===== src/dpb_consts.vh =====
`ifndef DPB_CONSTS_VH
`define DPB_CONSTS_VH
// register byte offsets
`define ADDR_CTRL 8'h00
`define ADDR_STATUS 8'h04
`define ADDR_DIM 8'h08
`define ADDR_TIMEOUT 8'h0C
// control fields
`define CTRL_PWR_BIT 0
`define CTRL_BL_BIT 1
`define CTRL_RESTART_BIT 2
// dimmer
`define DIM_STEPS 7'd100
`define DIM_FULL 7'd100
`define DIM_HALF 7'd50
// 10 minutes at 40 MHz = 24,000,000,000 cycles
`define IDLE_MINUTES 10
`define CLOCK_HZ 40000000
`define IDLE_CYCLES 40'h05_9682_F000
// sequencing delay between supply and drive, in cycles
`define SEQ_GAP_CYCLES 16'h0010
`define AXI_OKAY 2'b00
`define AXI_SLVERR 2'b10
`endif


===== src/dim_map.v =====
`include "dpb_consts.vh"
// maps brightness (0..100) to dimmer wiper step by mode
module dim_map (
	input wire i_clock,
	input wire i_rst,
	input wire i_voltage_mode,
	input wire [6:0] i_level,
	output reg [6:0] o_step
);
	always @(posedge i_clock)
	begin
		if (i_rst)
			o_step <= 7'h00;
		else if (i_voltage_mode)
			o_step <= `DIM_STEPS - i_level;
		else
			o_step <= i_level;
	end
endmodule


===== src/display_power_backlight_ctrl.v =====
`include "dpb_consts.vh"
// Notes on behaviour
// - panel supply on first; pixel and sync drive only after supply settles
// - on power-down, stop pixel and sync drive before removing supply
// - read four panel id bits at power-up to identify panel maker
// - sample memory strap at power-up: fitted is EDO, absent is FPM
// - configure panel control behaviour from detected id and memory straps
// - one backlight enable output; polarity strap selects active level
// - dim backlight to half after ten minutes without key press
// - key press while dimmed returns backlight to full brightness
// - brightness set as dimmer position with exactly one hundred steps
// - voltage mode: minimum output full brightness, maximum zero brightness
// - resistance mode: minimum zero brightness, maximum full; direct mapping
// - both mode straps fitted gives voltage mode; both removed resistance
module display_power_backlight_ctrl #(
	parameter [39:0] IDLE_LIMIT = `IDLE_CYCLES,
	parameter [15:0] SEQ_GAP = `SEQ_GAP_CYCLES
) (
	input wire i_clock,
	input wire i_rst,
	input wire [3:0] i_panel_id,
	input wire i_dram_type_strap,
	input wire i_backlight_polarity_strap,
	input wire i_dimmer_mode_strap_a,
	input wire i_dimmer_mode_strap_b,
	input wire i_key_press,
	// axi4-lite slave
	input wire [7:0] i_s_axi_awaddr,
	input wire i_s_axi_awvalid,
	output reg o_s_axi_awready,
	input wire [31:0] i_s_axi_wdata,
	input wire [3:0] i_s_axi_wstrb,
	input wire i_s_axi_wvalid,
	output reg o_s_axi_wready,
	output reg [1:0] o_s_axi_bresp,
	output reg o_s_axi_bvalid,
	input wire i_s_axi_bready,
	input wire [7:0] i_s_axi_araddr,
	input wire i_s_axi_arvalid,
	output reg o_s_axi_arready,
	output reg [31:0] o_s_axi_rdata,
	output reg [1:0] o_s_axi_rresp,
	output reg o_s_axi_rvalid,
	input wire i_s_axi_rready,
	// panel side
	output reg o_panel_supply_en,
	output reg o_panel_drive_en,
	output reg o_backlight_enable,
	output reg [6:0] o_dimmer_step,
	output reg o_dram_edo,
	output reg [3:0] o_panel_cfg
);
	localparam S_OFF = 4'b0001;
	localparam S_SUPPLY = 4'b0010;
	localparam S_ON = 4'b0100;
	localparam S_DRAIN = 4'b1000;

	reg [3:0] state_reg;
	reg [15:0] gap_reg;
	reg strapped_reg;
	reg [3:0] panel_id_reg;
	reg edo_reg;
	reg voltage_mode_reg;
	reg bl_polarity_reg;
	reg ctrl_pwr_reg;
	reg ctrl_bl_reg;
	reg [6:0] full_level_reg;
	reg [39:0] limit_reg;
	reg [6:0] level_reg;
	reg dimmed_reg;
	reg have_aw_reg;
	reg have_w_reg;
	reg [7:0] aw_addr_reg;
	reg [31:0] wdata_reg;
	reg [3:0] wstrb_reg;
	reg timer_restart_reg;
	wire expired;
	wire [6:0] step;

	function [31:0] merge;
		input [31:0] old_val;
		input [31:0] new_val;
		input [3:0] strb;
		integer k;
		begin
			merge = old_val;
			for (k = 0; k < 4; k = k + 1)
				if (strb[k])
					merge[k*8 +: 8] = new_val[k*8 +: 8];
		end
	endfunction

	function [6:0] clamp_level;
		input [31:0] v;
		begin
			// whole word compared so large writes clamp instead of wrapping
			clamp_level = (v > `DIM_STEPS) ? `DIM_STEPS : v[6:0];
		end
	endfunction

	idle_timer #(
		.WIDTH(40),
		.LIMIT(IDLE_LIMIT)
	) u_idle (
		.i_clock(i_clock),
		.i_rst(i_rst),
		.i_key(i_key_press | timer_restart_reg),
		.i_limit(limit_reg),
		.o_expired(expired)
	);

	dim_map u_map (
		.i_clock(i_clock),
		.i_rst(i_rst),
		.i_voltage_mode(voltage_mode_reg),
		.i_level(level_reg),
		.o_step(step)
	);

	// straps caught once, first clocked cycle after reset release
	always @(posedge i_clock)
	begin
		if (i_rst)
		begin
			strapped_reg <= 1'b0;
			panel_id_reg <= 4'h0;
			edo_reg <= 1'b0;
			voltage_mode_reg <= 1'b0;
			bl_polarity_reg <= 1'b0;
		end
		else if (!strapped_reg)
		begin
			strapped_reg <= 1'b1;
			panel_id_reg <= i_panel_id;
			edo_reg <= i_dram_type_strap;
			// mixed strap setting is treated as resistance mode
			voltage_mode_reg <= i_dimmer_mode_strap_a & i_dimmer_mode_strap_b;
			bl_polarity_reg <= i_backlight_polarity_strap;
		end
	end

	// power sequencing
	always @(posedge i_clock)
	begin
		if (i_rst)
		begin
			state_reg <= S_OFF;
			gap_reg <= 16'h0000;
			o_panel_supply_en <= 1'b0;
			o_panel_drive_en <= 1'b0;
		end
		else
		begin
			case (state_reg)
				S_OFF:
				begin
					if (ctrl_pwr_reg && strapped_reg)
					begin
						o_panel_supply_en <= 1'b1;
						gap_reg <= 16'h0000;
						state_reg <= S_SUPPLY;
					end
				end
				S_SUPPLY:
				begin
					if (!ctrl_pwr_reg)
					begin
						o_panel_supply_en <= 1'b0;
						state_reg <= S_OFF;
					end
					else if (gap_reg >= SEQ_GAP - 16'h0001)
					begin
						o_panel_drive_en <= 1'b1;
						state_reg <= S_ON;
					end
					else
						gap_reg <= gap_reg + 16'h0001;
				end
				S_ON:
				begin
					if (!ctrl_pwr_reg)
					begin
						o_panel_drive_en <= 1'b0;
						gap_reg <= 16'h0000;
						state_reg <= S_DRAIN;
					end
				end
				S_DRAIN:
				begin
					if (gap_reg >= SEQ_GAP - 16'h0001)
					begin
						o_panel_supply_en <= 1'b0;
						state_reg <= S_OFF;
					end
					else
						gap_reg <= gap_reg + 16'h0001;
				end
				default:
				begin
					state_reg <= S_OFF;
					o_panel_supply_en <= 1'b0;
					o_panel_drive_en <= 1'b0;
				end
			endcase
		end
	end

	// brightness and backlight
	always @(posedge i_clock)
	begin
		if (i_rst)
		begin
			level_reg <= `DIM_FULL;
			dimmed_reg <= 1'b0;
			o_backlight_enable <= 1'b0;
			o_dimmer_step <= 7'h00;
			o_dram_edo <= 1'b0;
			o_panel_cfg <= 4'h0;
		end
		else
		begin
			if (i_key_press)
			begin
				dimmed_reg <= 1'b0;
				level_reg <= full_level_reg;
			end
			else if (expired)
			begin
				dimmed_reg <= 1'b1;
				level_reg <= `DIM_HALF;
			end
			else if (!dimmed_reg)
				level_reg <= full_level_reg;
			// polarity unknown until straps are caught; hold the reset level 0, which is off for active-high polarity and on for active-low
			if (strapped_reg)
				o_backlight_enable <= (ctrl_bl_reg & o_panel_drive_en) ^ ~bl_polarity_reg;
			o_dimmer_step <= step;
			o_dram_edo <= edo_reg;
			o_panel_cfg <= panel_id_reg;
		end
	end

	// axi4-lite write
	always @(posedge i_clock)
	begin
		if (i_rst)
		begin
			o_s_axi_awready <= 1'b0;
			o_s_axi_wready <= 1'b0;
			o_s_axi_bvalid <= 1'b0;
			o_s_axi_bresp <= `AXI_OKAY;
			have_aw_reg <= 1'b0;
			have_w_reg <= 1'b0;
			aw_addr_reg <= 8'h00;
			wdata_reg <= 32'h0000_0000;
			wstrb_reg <= 4'h0;
			ctrl_pwr_reg <= 1'b0;
			ctrl_bl_reg <= 1'b0;
			full_level_reg <= `DIM_FULL;
			limit_reg <= IDLE_LIMIT;
			timer_restart_reg <= 1'b0;
		end
		else
		begin
			timer_restart_reg <= 1'b0;
			o_s_axi_awready <= !have_aw_reg && !o_s_axi_awready && !o_s_axi_bvalid;
			o_s_axi_wready <= !have_w_reg && !o_s_axi_wready && !o_s_axi_bvalid;
			if (o_s_axi_awready && i_s_axi_awvalid)
			begin
				have_aw_reg <= 1'b1;
				aw_addr_reg <= i_s_axi_awaddr;
				o_s_axi_awready <= 1'b0;
			end
			if (o_s_axi_wready && i_s_axi_wvalid)
			begin
				have_w_reg <= 1'b1;
				wdata_reg <= i_s_axi_wdata;
				wstrb_reg <= i_s_axi_wstrb;
				o_s_axi_wready <= 1'b0;
			end
			if (have_aw_reg && have_w_reg && !o_s_axi_bvalid)
			begin
				have_aw_reg <= 1'b0;
				have_w_reg <= 1'b0;
				o_s_axi_bvalid <= 1'b1;
				o_s_axi_bresp <= `AXI_OKAY;
				case (aw_addr_reg)
					`ADDR_CTRL:
					begin
						if (wstrb_reg[0])
						begin
							ctrl_pwr_reg <= wdata_reg[`CTRL_PWR_BIT];
							ctrl_bl_reg <= wdata_reg[`CTRL_BL_BIT];
							timer_restart_reg <= wdata_reg[`CTRL_RESTART_BIT];
						end
					end
					`ADDR_DIM:
						if (wstrb_reg[0])
							full_level_reg <= clamp_level(wdata_reg);
					`ADDR_TIMEOUT:
						limit_reg <= {8'h00, merge(limit_reg[31:0], wdata_reg, wstrb_reg)};
					`ADDR_STATUS:
						o_s_axi_bresp <= `AXI_OKAY;
					default:
						o_s_axi_bresp <= `AXI_SLVERR;
				endcase
			end
			else if (o_s_axi_bvalid && i_s_axi_bready)
				o_s_axi_bvalid <= 1'b0;
		end
	end

	// axi4-lite read
	always @(posedge i_clock)
	begin
		if (i_rst)
		begin
			o_s_axi_arready <= 1'b0;
			o_s_axi_rvalid <= 1'b0;
			o_s_axi_rdata <= 32'h0000_0000;
			o_s_axi_rresp <= `AXI_OKAY;
		end
		else if (o_s_axi_rvalid)
		begin
			if (i_s_axi_rready)
				o_s_axi_rvalid <= 1'b0;
		end
		else if (o_s_axi_arready && i_s_axi_arvalid)
		begin
			o_s_axi_arready <= 1'b0;
			o_s_axi_rvalid <= 1'b1;
			o_s_axi_rresp <= `AXI_OKAY;
			case (i_s_axi_araddr)
				`ADDR_CTRL:
					o_s_axi_rdata <= {30'h0000_0000, ctrl_bl_reg, ctrl_pwr_reg};
				`ADDR_STATUS:
					o_s_axi_rdata <= {6'h00, o_dimmer_step, level_reg, dimmed_reg,
						voltage_mode_reg, bl_polarity_reg, edo_reg, panel_id_reg,
						state_reg};
				`ADDR_DIM:
					o_s_axi_rdata <= {25'h000_0000, full_level_reg};
				`ADDR_TIMEOUT:
					o_s_axi_rdata <= limit_reg[31:0];
				default:
				begin
					o_s_axi_rdata <= 32'h0000_0000;
					o_s_axi_rresp <= `AXI_SLVERR;
				end
			endcase
		end
		else
			o_s_axi_arready <= 1'b1;
	end
endmodule


===== src/idle_timer.v =====
`include "dpb_consts.vh"
// inactivity timer: restarts on key press, flags when it expires
module idle_timer #(
	parameter WIDTH = 40,
	parameter [39:0] LIMIT = `IDLE_CYCLES
) (
	input wire i_clock,
	input wire i_rst,
	input wire i_key,
	input wire [WIDTH-1:0] i_limit,
	output reg o_expired
);
	reg [WIDTH-1:0] count_reg;
	always @(posedge i_clock)
	begin
		if (i_rst || i_key)
		begin
			count_reg <= {WIDTH{1'b0}};
			o_expired <= 1'b0;
		end
		else if (count_reg >= i_limit - 1'b1)
			o_expired <= 1'b1;
		else
			count_reg <= count_reg + 1'b1;
	end
endmodule


===== config.mk =====
export PLATFORM = sky130hd
export DESIGN_NAME = display_power_backlight_ctrl
export DESIGN_NICKNAME = d
export VERILOG_FILES = /design/src/dim_map.v /design/src/display_power_backlight_ctrl.v /design/src/idle_timer.v
export VERILOG_INCLUDE_DIRS = /design/src
export SDC_FILE = /design/constraint.sdc
export NUM_CORES = 1
export LEC_CHECK = 0
export BUFFER_PORTS_ARGS = -buffer_cell sky130_fd_sc_hd__buf_4
export CAP_MARGIN = 20
export CORE_MARGIN = 4
export CORE_UTILIZATION = 40
export CTS_CLUSTER_DIAMETER = 200
export DETAILED_ROUTE_END_ITERATION = 10
export PLACE_DENSITY = 0.61
export SETUP_SLACK_MARGIN = 0.1
export SYNTH_ARGS = -nofsm -noshare
export SYNTH_HDL_FRONTEND = slang
export SYNTH_SLANG_ARGS = --single-unit

===== constraint.sdc =====
create_clock -name i_clock -period 9.95 [get_ports i_clock]
set_input_delay 2.4875 -clock i_clock [delete_from_list [all_inputs] [get_ports i_clock]]
set_output_delay 2.4875 -clock i_clock [all_outputs]
set_load 0.005 [all_outputs]

; ---- Yosys cells after proc, flatten, opt, wreduce, memory -nomap -nowiden
; Cells that the tools add are included.
[classes]
add_sub_neg = 4
mul = 0
div = 0
order_cmp = 3
n_eq_ne = 18
n_shift = 0
n_mux = 33
bitwise_logic = 11
reduce_logical = 41
[op_table]
columns = operator, n
row1 = 32-bit case mux with 4 select lines, 1
row2 = 16-bit 2-to-1 mux, 4
row3 = 16-bit case mux with 4 select lines, 1
row4 = "40-bit by 1-bit adder with 40-bit output, second input constant", 1
row5 = 40-bit greater-or-equal comparator, 1
row6 = "35-bit by 1-bit subtractor with 36-bit output, second input constant", 1
row7 = 7-bit 2-to-1 mux, 5
row8 = "8-bit by 4-bit equality test with 1-bit output, second input constant", 4
row9 = "32-bit by 7-bit > comparator with 1-bit output, second input constant", 1
row10 = 4-bit 2-to-1 mux, 5
row11 = 3-bit AND reduction, 6
row12 = "16-bit by 1-bit adder with 16-bit output, second input constant", 1
row13 = "8-bit by 3-bit equality test with 1-bit output, second input constant", 2
row14 = "16-bit by 4-bit greater-or-equal comparator with 1-bit output, second input constant", 1
row15 = 8-bit logical NOT, 2
row16 = 4-bit case mux with 4 select lines, 1
row17 = 4-bit AND reduction, 4
row18 = 1-bit 2-to-1 mux, 12
row19 = "2-bit != test, second input constant", 6
row20 = 4-bit OR reduction, 3
row21 = 1-bit logical AND, 11
row22 = 2-bit OR reduction, 5
row23 = 1-bit NOT, 7
row24 = "7-bit subtractor, first input constant", 1
row25 = other kinds (17), 24
[word_totals]
reg_bits = 230
latch_bits = 0
mem_bits_rw = 0
mem_bits_ro = 0
input_bits = 68
output_inout_bits = 56
wordCells = 150
mem_count = 0

; ---- Longest topological paths before layout
[logic_depth]
word_depth = 4
mapped_depth = 19
depth_no_buf = 16

; ---- Cells and area by module
; A second synthesis with hierarchy kept.
[unflattened]
cells_unflattened = 1291
area_unflattened_um2 = 11023.1
[by_module_without_submodules]
columns = mod, n_inst, cells_per_inst, area_each_um2
row1 = display_power_backlight_ctrl, 1, 755, 6781.5
row2 = idle_timer, 1, 495, 3878.7
row3 = dim_map, 1, 41, 362.8

; ---- Worst setup path after synthesis
; Ideal clock, no wire load.
[synth_timing]
path_kind = register to register
start = register limit_reg[8]
end = register u_idle.count_reg[38]
setup_ns = 0.070
arrival_ns = 5.098
path_slack_ns = 4.781
stages_incl_launch_ff = 18
path_cell_list = dfxtp_1 or4_4 or3_4 or4_4 or3_4 or3_1 buf_2 or3_1 ha_1 a21o_1 a21o_1 a21oi_1 and3_1 buf_2 nand4_1 clkbuf_1 or4_1 a21oi_1
[synth_via]
elab_chain_len = 2
[synth_rtl]
columns = element, line
row1 = start: declaration, display_power_backlight_ctrl.v:68  ; reg [39:0] limit_reg;
row2 = start signal: assignment, display_power_backlight_ctrl.v:301  ; limit_reg <= {8'h00, merge(limit_reg[31:0], wdata_reg, wstrb_reg)};
row3 = 35-bit by 1-bit subtractor with 36-bit output, idle_timer.v:21  ; else if (count_reg >= i_limit - 1'b1)
row4 = 40-bit greater-or-equal comparator, idle_timer.v:21
row5 = end signal: assignment, idle_timer.v:18  ; count_reg <= {WIDTH{1'b0}};
row6 = end signal: assignment, idle_timer.v:24  ; count_reg <= count_reg + 1'b1;
row7 = end: declaration, idle_timer.v:13  ; reg [WIDTH-1:0] count_reg;
; No other way between the ends.
; A chain may end at the register's enable or synchronous reset.

; ---- Worst setup path in the final report
[layout_timing]
start = register limit_reg[8]
end = register u_idle.count_reg[30]
; Same word-level chain as after synthesis.

==> impl_metrics.json <==
{
  "status": "finished clean",
  "route.final.wire_length_um": 29350,
  "place.gp.congestion": 0.8813,
  "p_total_mw": 2.038,
  "cts_buffers": 25,
  "final_hold_viol_count": 0,
  "ioPinCount": 124,
  "synth.avg_cell_area_sq_um": 8.468,
  "end_kind": "flip-flop",
  "synth_edf_count": 0,
  "drive_gt1_share_pct": 14.39,
  "startpoint_type": "flip-flop",
  "worstSkewPairLatency_ns": 0.53,
  "drc": 0,
  "synth-main-ff-cell": "dfxtp_1",
  "worstPathArrival_ns": 6.22,
  "core_area_sq_mm": 0.02613,
  "dp.cells": 1645,
  "via_per_inst": 5.516,
  "first_pass_iters": 7,
  "rows": 59,
  "vias": 9322,
  "final_max_slew_viol_count": 0,
  "tns_ns": 0,
  "synthTopCellsByArea": "dfxtp_1 (43%), nand2_1 (6.9%), a21oi_1 (5.8%), ha_1 (5.2%), nand3_1 (3.4%)",
  "rsz0062_at_grt": "no",
  "yosysTopAreaCellShare_pct": 42.66,
  "hold_path_class": "reg2reg",
  "post_cts.repair.setup_buffers": 0,
  "tritoncts": "done",
  "dp_hpwl_um": 21480,
  "diodes": 0,
  "cp_max_fo": 18,
  "crit_chain": "or4_4, or3_4, or4_4, or3_4, or3_1, or3_1, ha_1, a21o_1, a21o_1, a21oi_1, and3_1, nand4_1, or4_1, a21oi_1",
  "die_y_um": 171.2,
  "cts-root-buf": "clkbuf_16",
  "reg2reg_to": "u_idle.count_reg[30]$_SDFFE_PP0N_",
  "cts.reportedPaths.clkPinSlew_ns": 0.06,
  "worstReg2RegStart": "limit_reg[8]$_SDFFE_PP0P_",
  "maxCapViolations": 0,
  "ff2ff_path_depth": 14,
  "grt_pass1_wl_um": 46980,
  "die_width_um": 171.2,
  "antenna_left": 0,
  "fillerInstances": 2522,
  "yosysWarnings": 0,
  "fp.dieArea_sq_mm": 0.02931,
  "fin_skew_ns": 0.01100,
  "final_cell_mix": "dfxtp_1 (227), nand2_1 (197), buf_4 (129)",
  "r2r_setup_slack_ns": 4.19,
  "peakVddDrop_mv": 0.1026,
  "post_drt_wl_per_cell_um": 17.37,
  "cts_buffer_depth": 3,
  "period_needed_ns": 5.765,
  "layout.nets": 1449,
  "yosysSeqAreaShare_pct": 42.66,
  "power_density_mw_per_mm2": 161.2,
  "final_common_cell": "dfxtp_1",
  "io_buffers": 121,
  "synthArstFlopShare_pct": 0,
  "overflow": 0,
  "seq_area_sq_mm": 0.004544,
  "min_period_over_period_pct": 57.94,
  "drt_iter0_drc": 562,
  "syn_inst": 1258,
  "finalSetupViolations": 0,
  "placed_cell_area_sq_mm": 0.01177,
  "h-tree-depth": 1,
  "yosysTopAreaCell": "dfxtp_1",
  "hold_buffers": 0,
  "stdcell_count": 1690,
  "hp-start": "u_map.o_step[1]$_SDFF_PP0_",
  "fmax_mhz": 173.5,
  "grt_max_degree": 67,
  "antenna_found_initial": 1,
  "start_util_pct": 40.76,
  "crit_required_ns": 10.41,
  "cpPeakStageDelay_ns": 0.67,
  "holdWs_ns": 0.4357,
  "largest_reg_flops": 40,
  "min_to": "o_dimmer_step[1]$_SDFF_PP0_",
  "finish.instance_area_sq_mm": 0.01264,
  "leakage_nw": 4.885,
  "synth_area_sq_mm": 0.01065,
  "grt_pass1_vias": 8786,
  "multi_input_area_sq_mm": 0.005761,
  "cts_resized": 0,
  "tightest_slew_ns": 0.9382,
  "cts_sinks": 227,
  "critical_path.slowest_cell": "or4_1",
  "grt_util_all_layers_pct": 19.68,
  "ys_ff_latch": 227,
  "relSlewSlack_pct": 37.45,
  "synth.distinct_cells": 64,
  "crit_type": "reg2reg",
  "worst_hold_path.num_cells": 1,
  "syn_to_final_growth_pct": 18.65
}
[worst max-delay path: cells and delay by family, from the launching register on]
| kind | cells | cell delay, ns |
|---|---|---|
| fa+ha+maj | 1 | 0.32 |
| compound gates | 4 | 0.67 |
| flops | 1 | 0.37 |
| simple gates | 9 | 4.32 |
[cells by family after synthesis]
group                    count (synthesis)  share of synthesized area [%]
AO/OA/AOI/OAI                          272                          15.59
other                                    1                        0.03520
multiplexers                            39                          3.958
AND/OR/NAND/NOR                        542                          25.87
buffers and inverters                   92                          3.347
XOR/XNOR                                41                          3.371
adder cells (fa/ha/maj)                 44                          5.168
flip-flops                             227                          42.66
[through the flow]
step                worst slack [ns]  utilization (%)
floorplan                      4.781                -
global placement               4.360            44.93
detailed placement             4.261            45.04
CTS                            4.248            48.37
global route                   3.897            48.37
finish                         4.185            48.37
[layout make-up]
type	count	area share, %
well taps	335	3.316
flip-flops and latches	227	35.95
clock inverters	11	1.039
repair buffers	130	7.880
multi-input cells	940	45.58
inverters	13	0.3861
clock buffers	34	5.850
[Yosys cell counts, types with 5 or more instances]
library cell,instances
a22oi_1,13
nor2_1,62
and2_1,15
nand3_1,73
and4_1,10
nand3b_1,9
mux2_2,5
xnor2_1,24
o22ai_1,5
and3_1,12
or3_1,9
o41ai_1,5
o21ai_0,44
nand4_1,20
or4_1,36
mux2i_1,32
o31ai_1,28
dfxtp_1,227
buf_1,8
nor3_1,23
inv_1,13
a22o_1,6
nand2b_1,17
o211ai_1,5
o311ai_0,7
a21oi_1,123
o21a_1,11
xor2_1,17
a211oi_1,5
clkbuf_1,66
ha_1,44
nor2b_1,18
nand2_1,197
nor4_1,20
[per-layer routing]
| layer | up-vias | GRT usage [%] | wire length (um) |
|---|---|---|---|
| li1 | 4708 | - | - |
| met1 | 4362 | 27.25 | 13750 |
| met2 | 207 | 31.80 | 13300 |
| met3 | 43 | 3.746 | 1503 |
| met4 | 2 | 5.029 | 771 |
| met5 | - | 0 | 16 |
[power breakdown]
group          switching [mW]  total [mW]  leakage, nW  internal (mW)
clock                   0.384       0.959        0.425          0.575
combinational          0.0639       0.123         2.62         0.0594
sequential             0.0273       0.955         1.84          0.928
[worst max-delay path by stage]
stage / from / to / depth (start not counted) / slack (ns)
after floorplan: limit_reg[8]$_SDFFE_PP0P_ / u_idle.count_reg[38]$_SDFFE_PP0N_ / 17 / 4.78
after global placement: limit_reg[8]$_SDFFE_PP0P_ / u_idle.count_reg[29]$_SDFFE_PP0N_ / 14 / 4.36
after detailed placement: limit_reg[8]$_SDFFE_PP0P_ / u_idle.count_reg[33]$_SDFFE_PP0N_ / 14 / 4.26
after CTS: limit_reg[8]$_SDFFE_PP0P_ / u_idle.count_reg[27]$_SDFFE_PP0N_ / 14 / 4.25
after global routing: limit_reg[8]$_SDFFE_PP0P_ / u_idle.count_reg[26]$_SDFFE_PP0N_ / 14 / 3.90
final: limit_reg[8]$_SDFFE_PP0P_ / u_idle.count_reg[30]$_SDFFE_PP0N_ / 14 / 4.19
No activity file was read; power rests on OpenSTA's default activity.
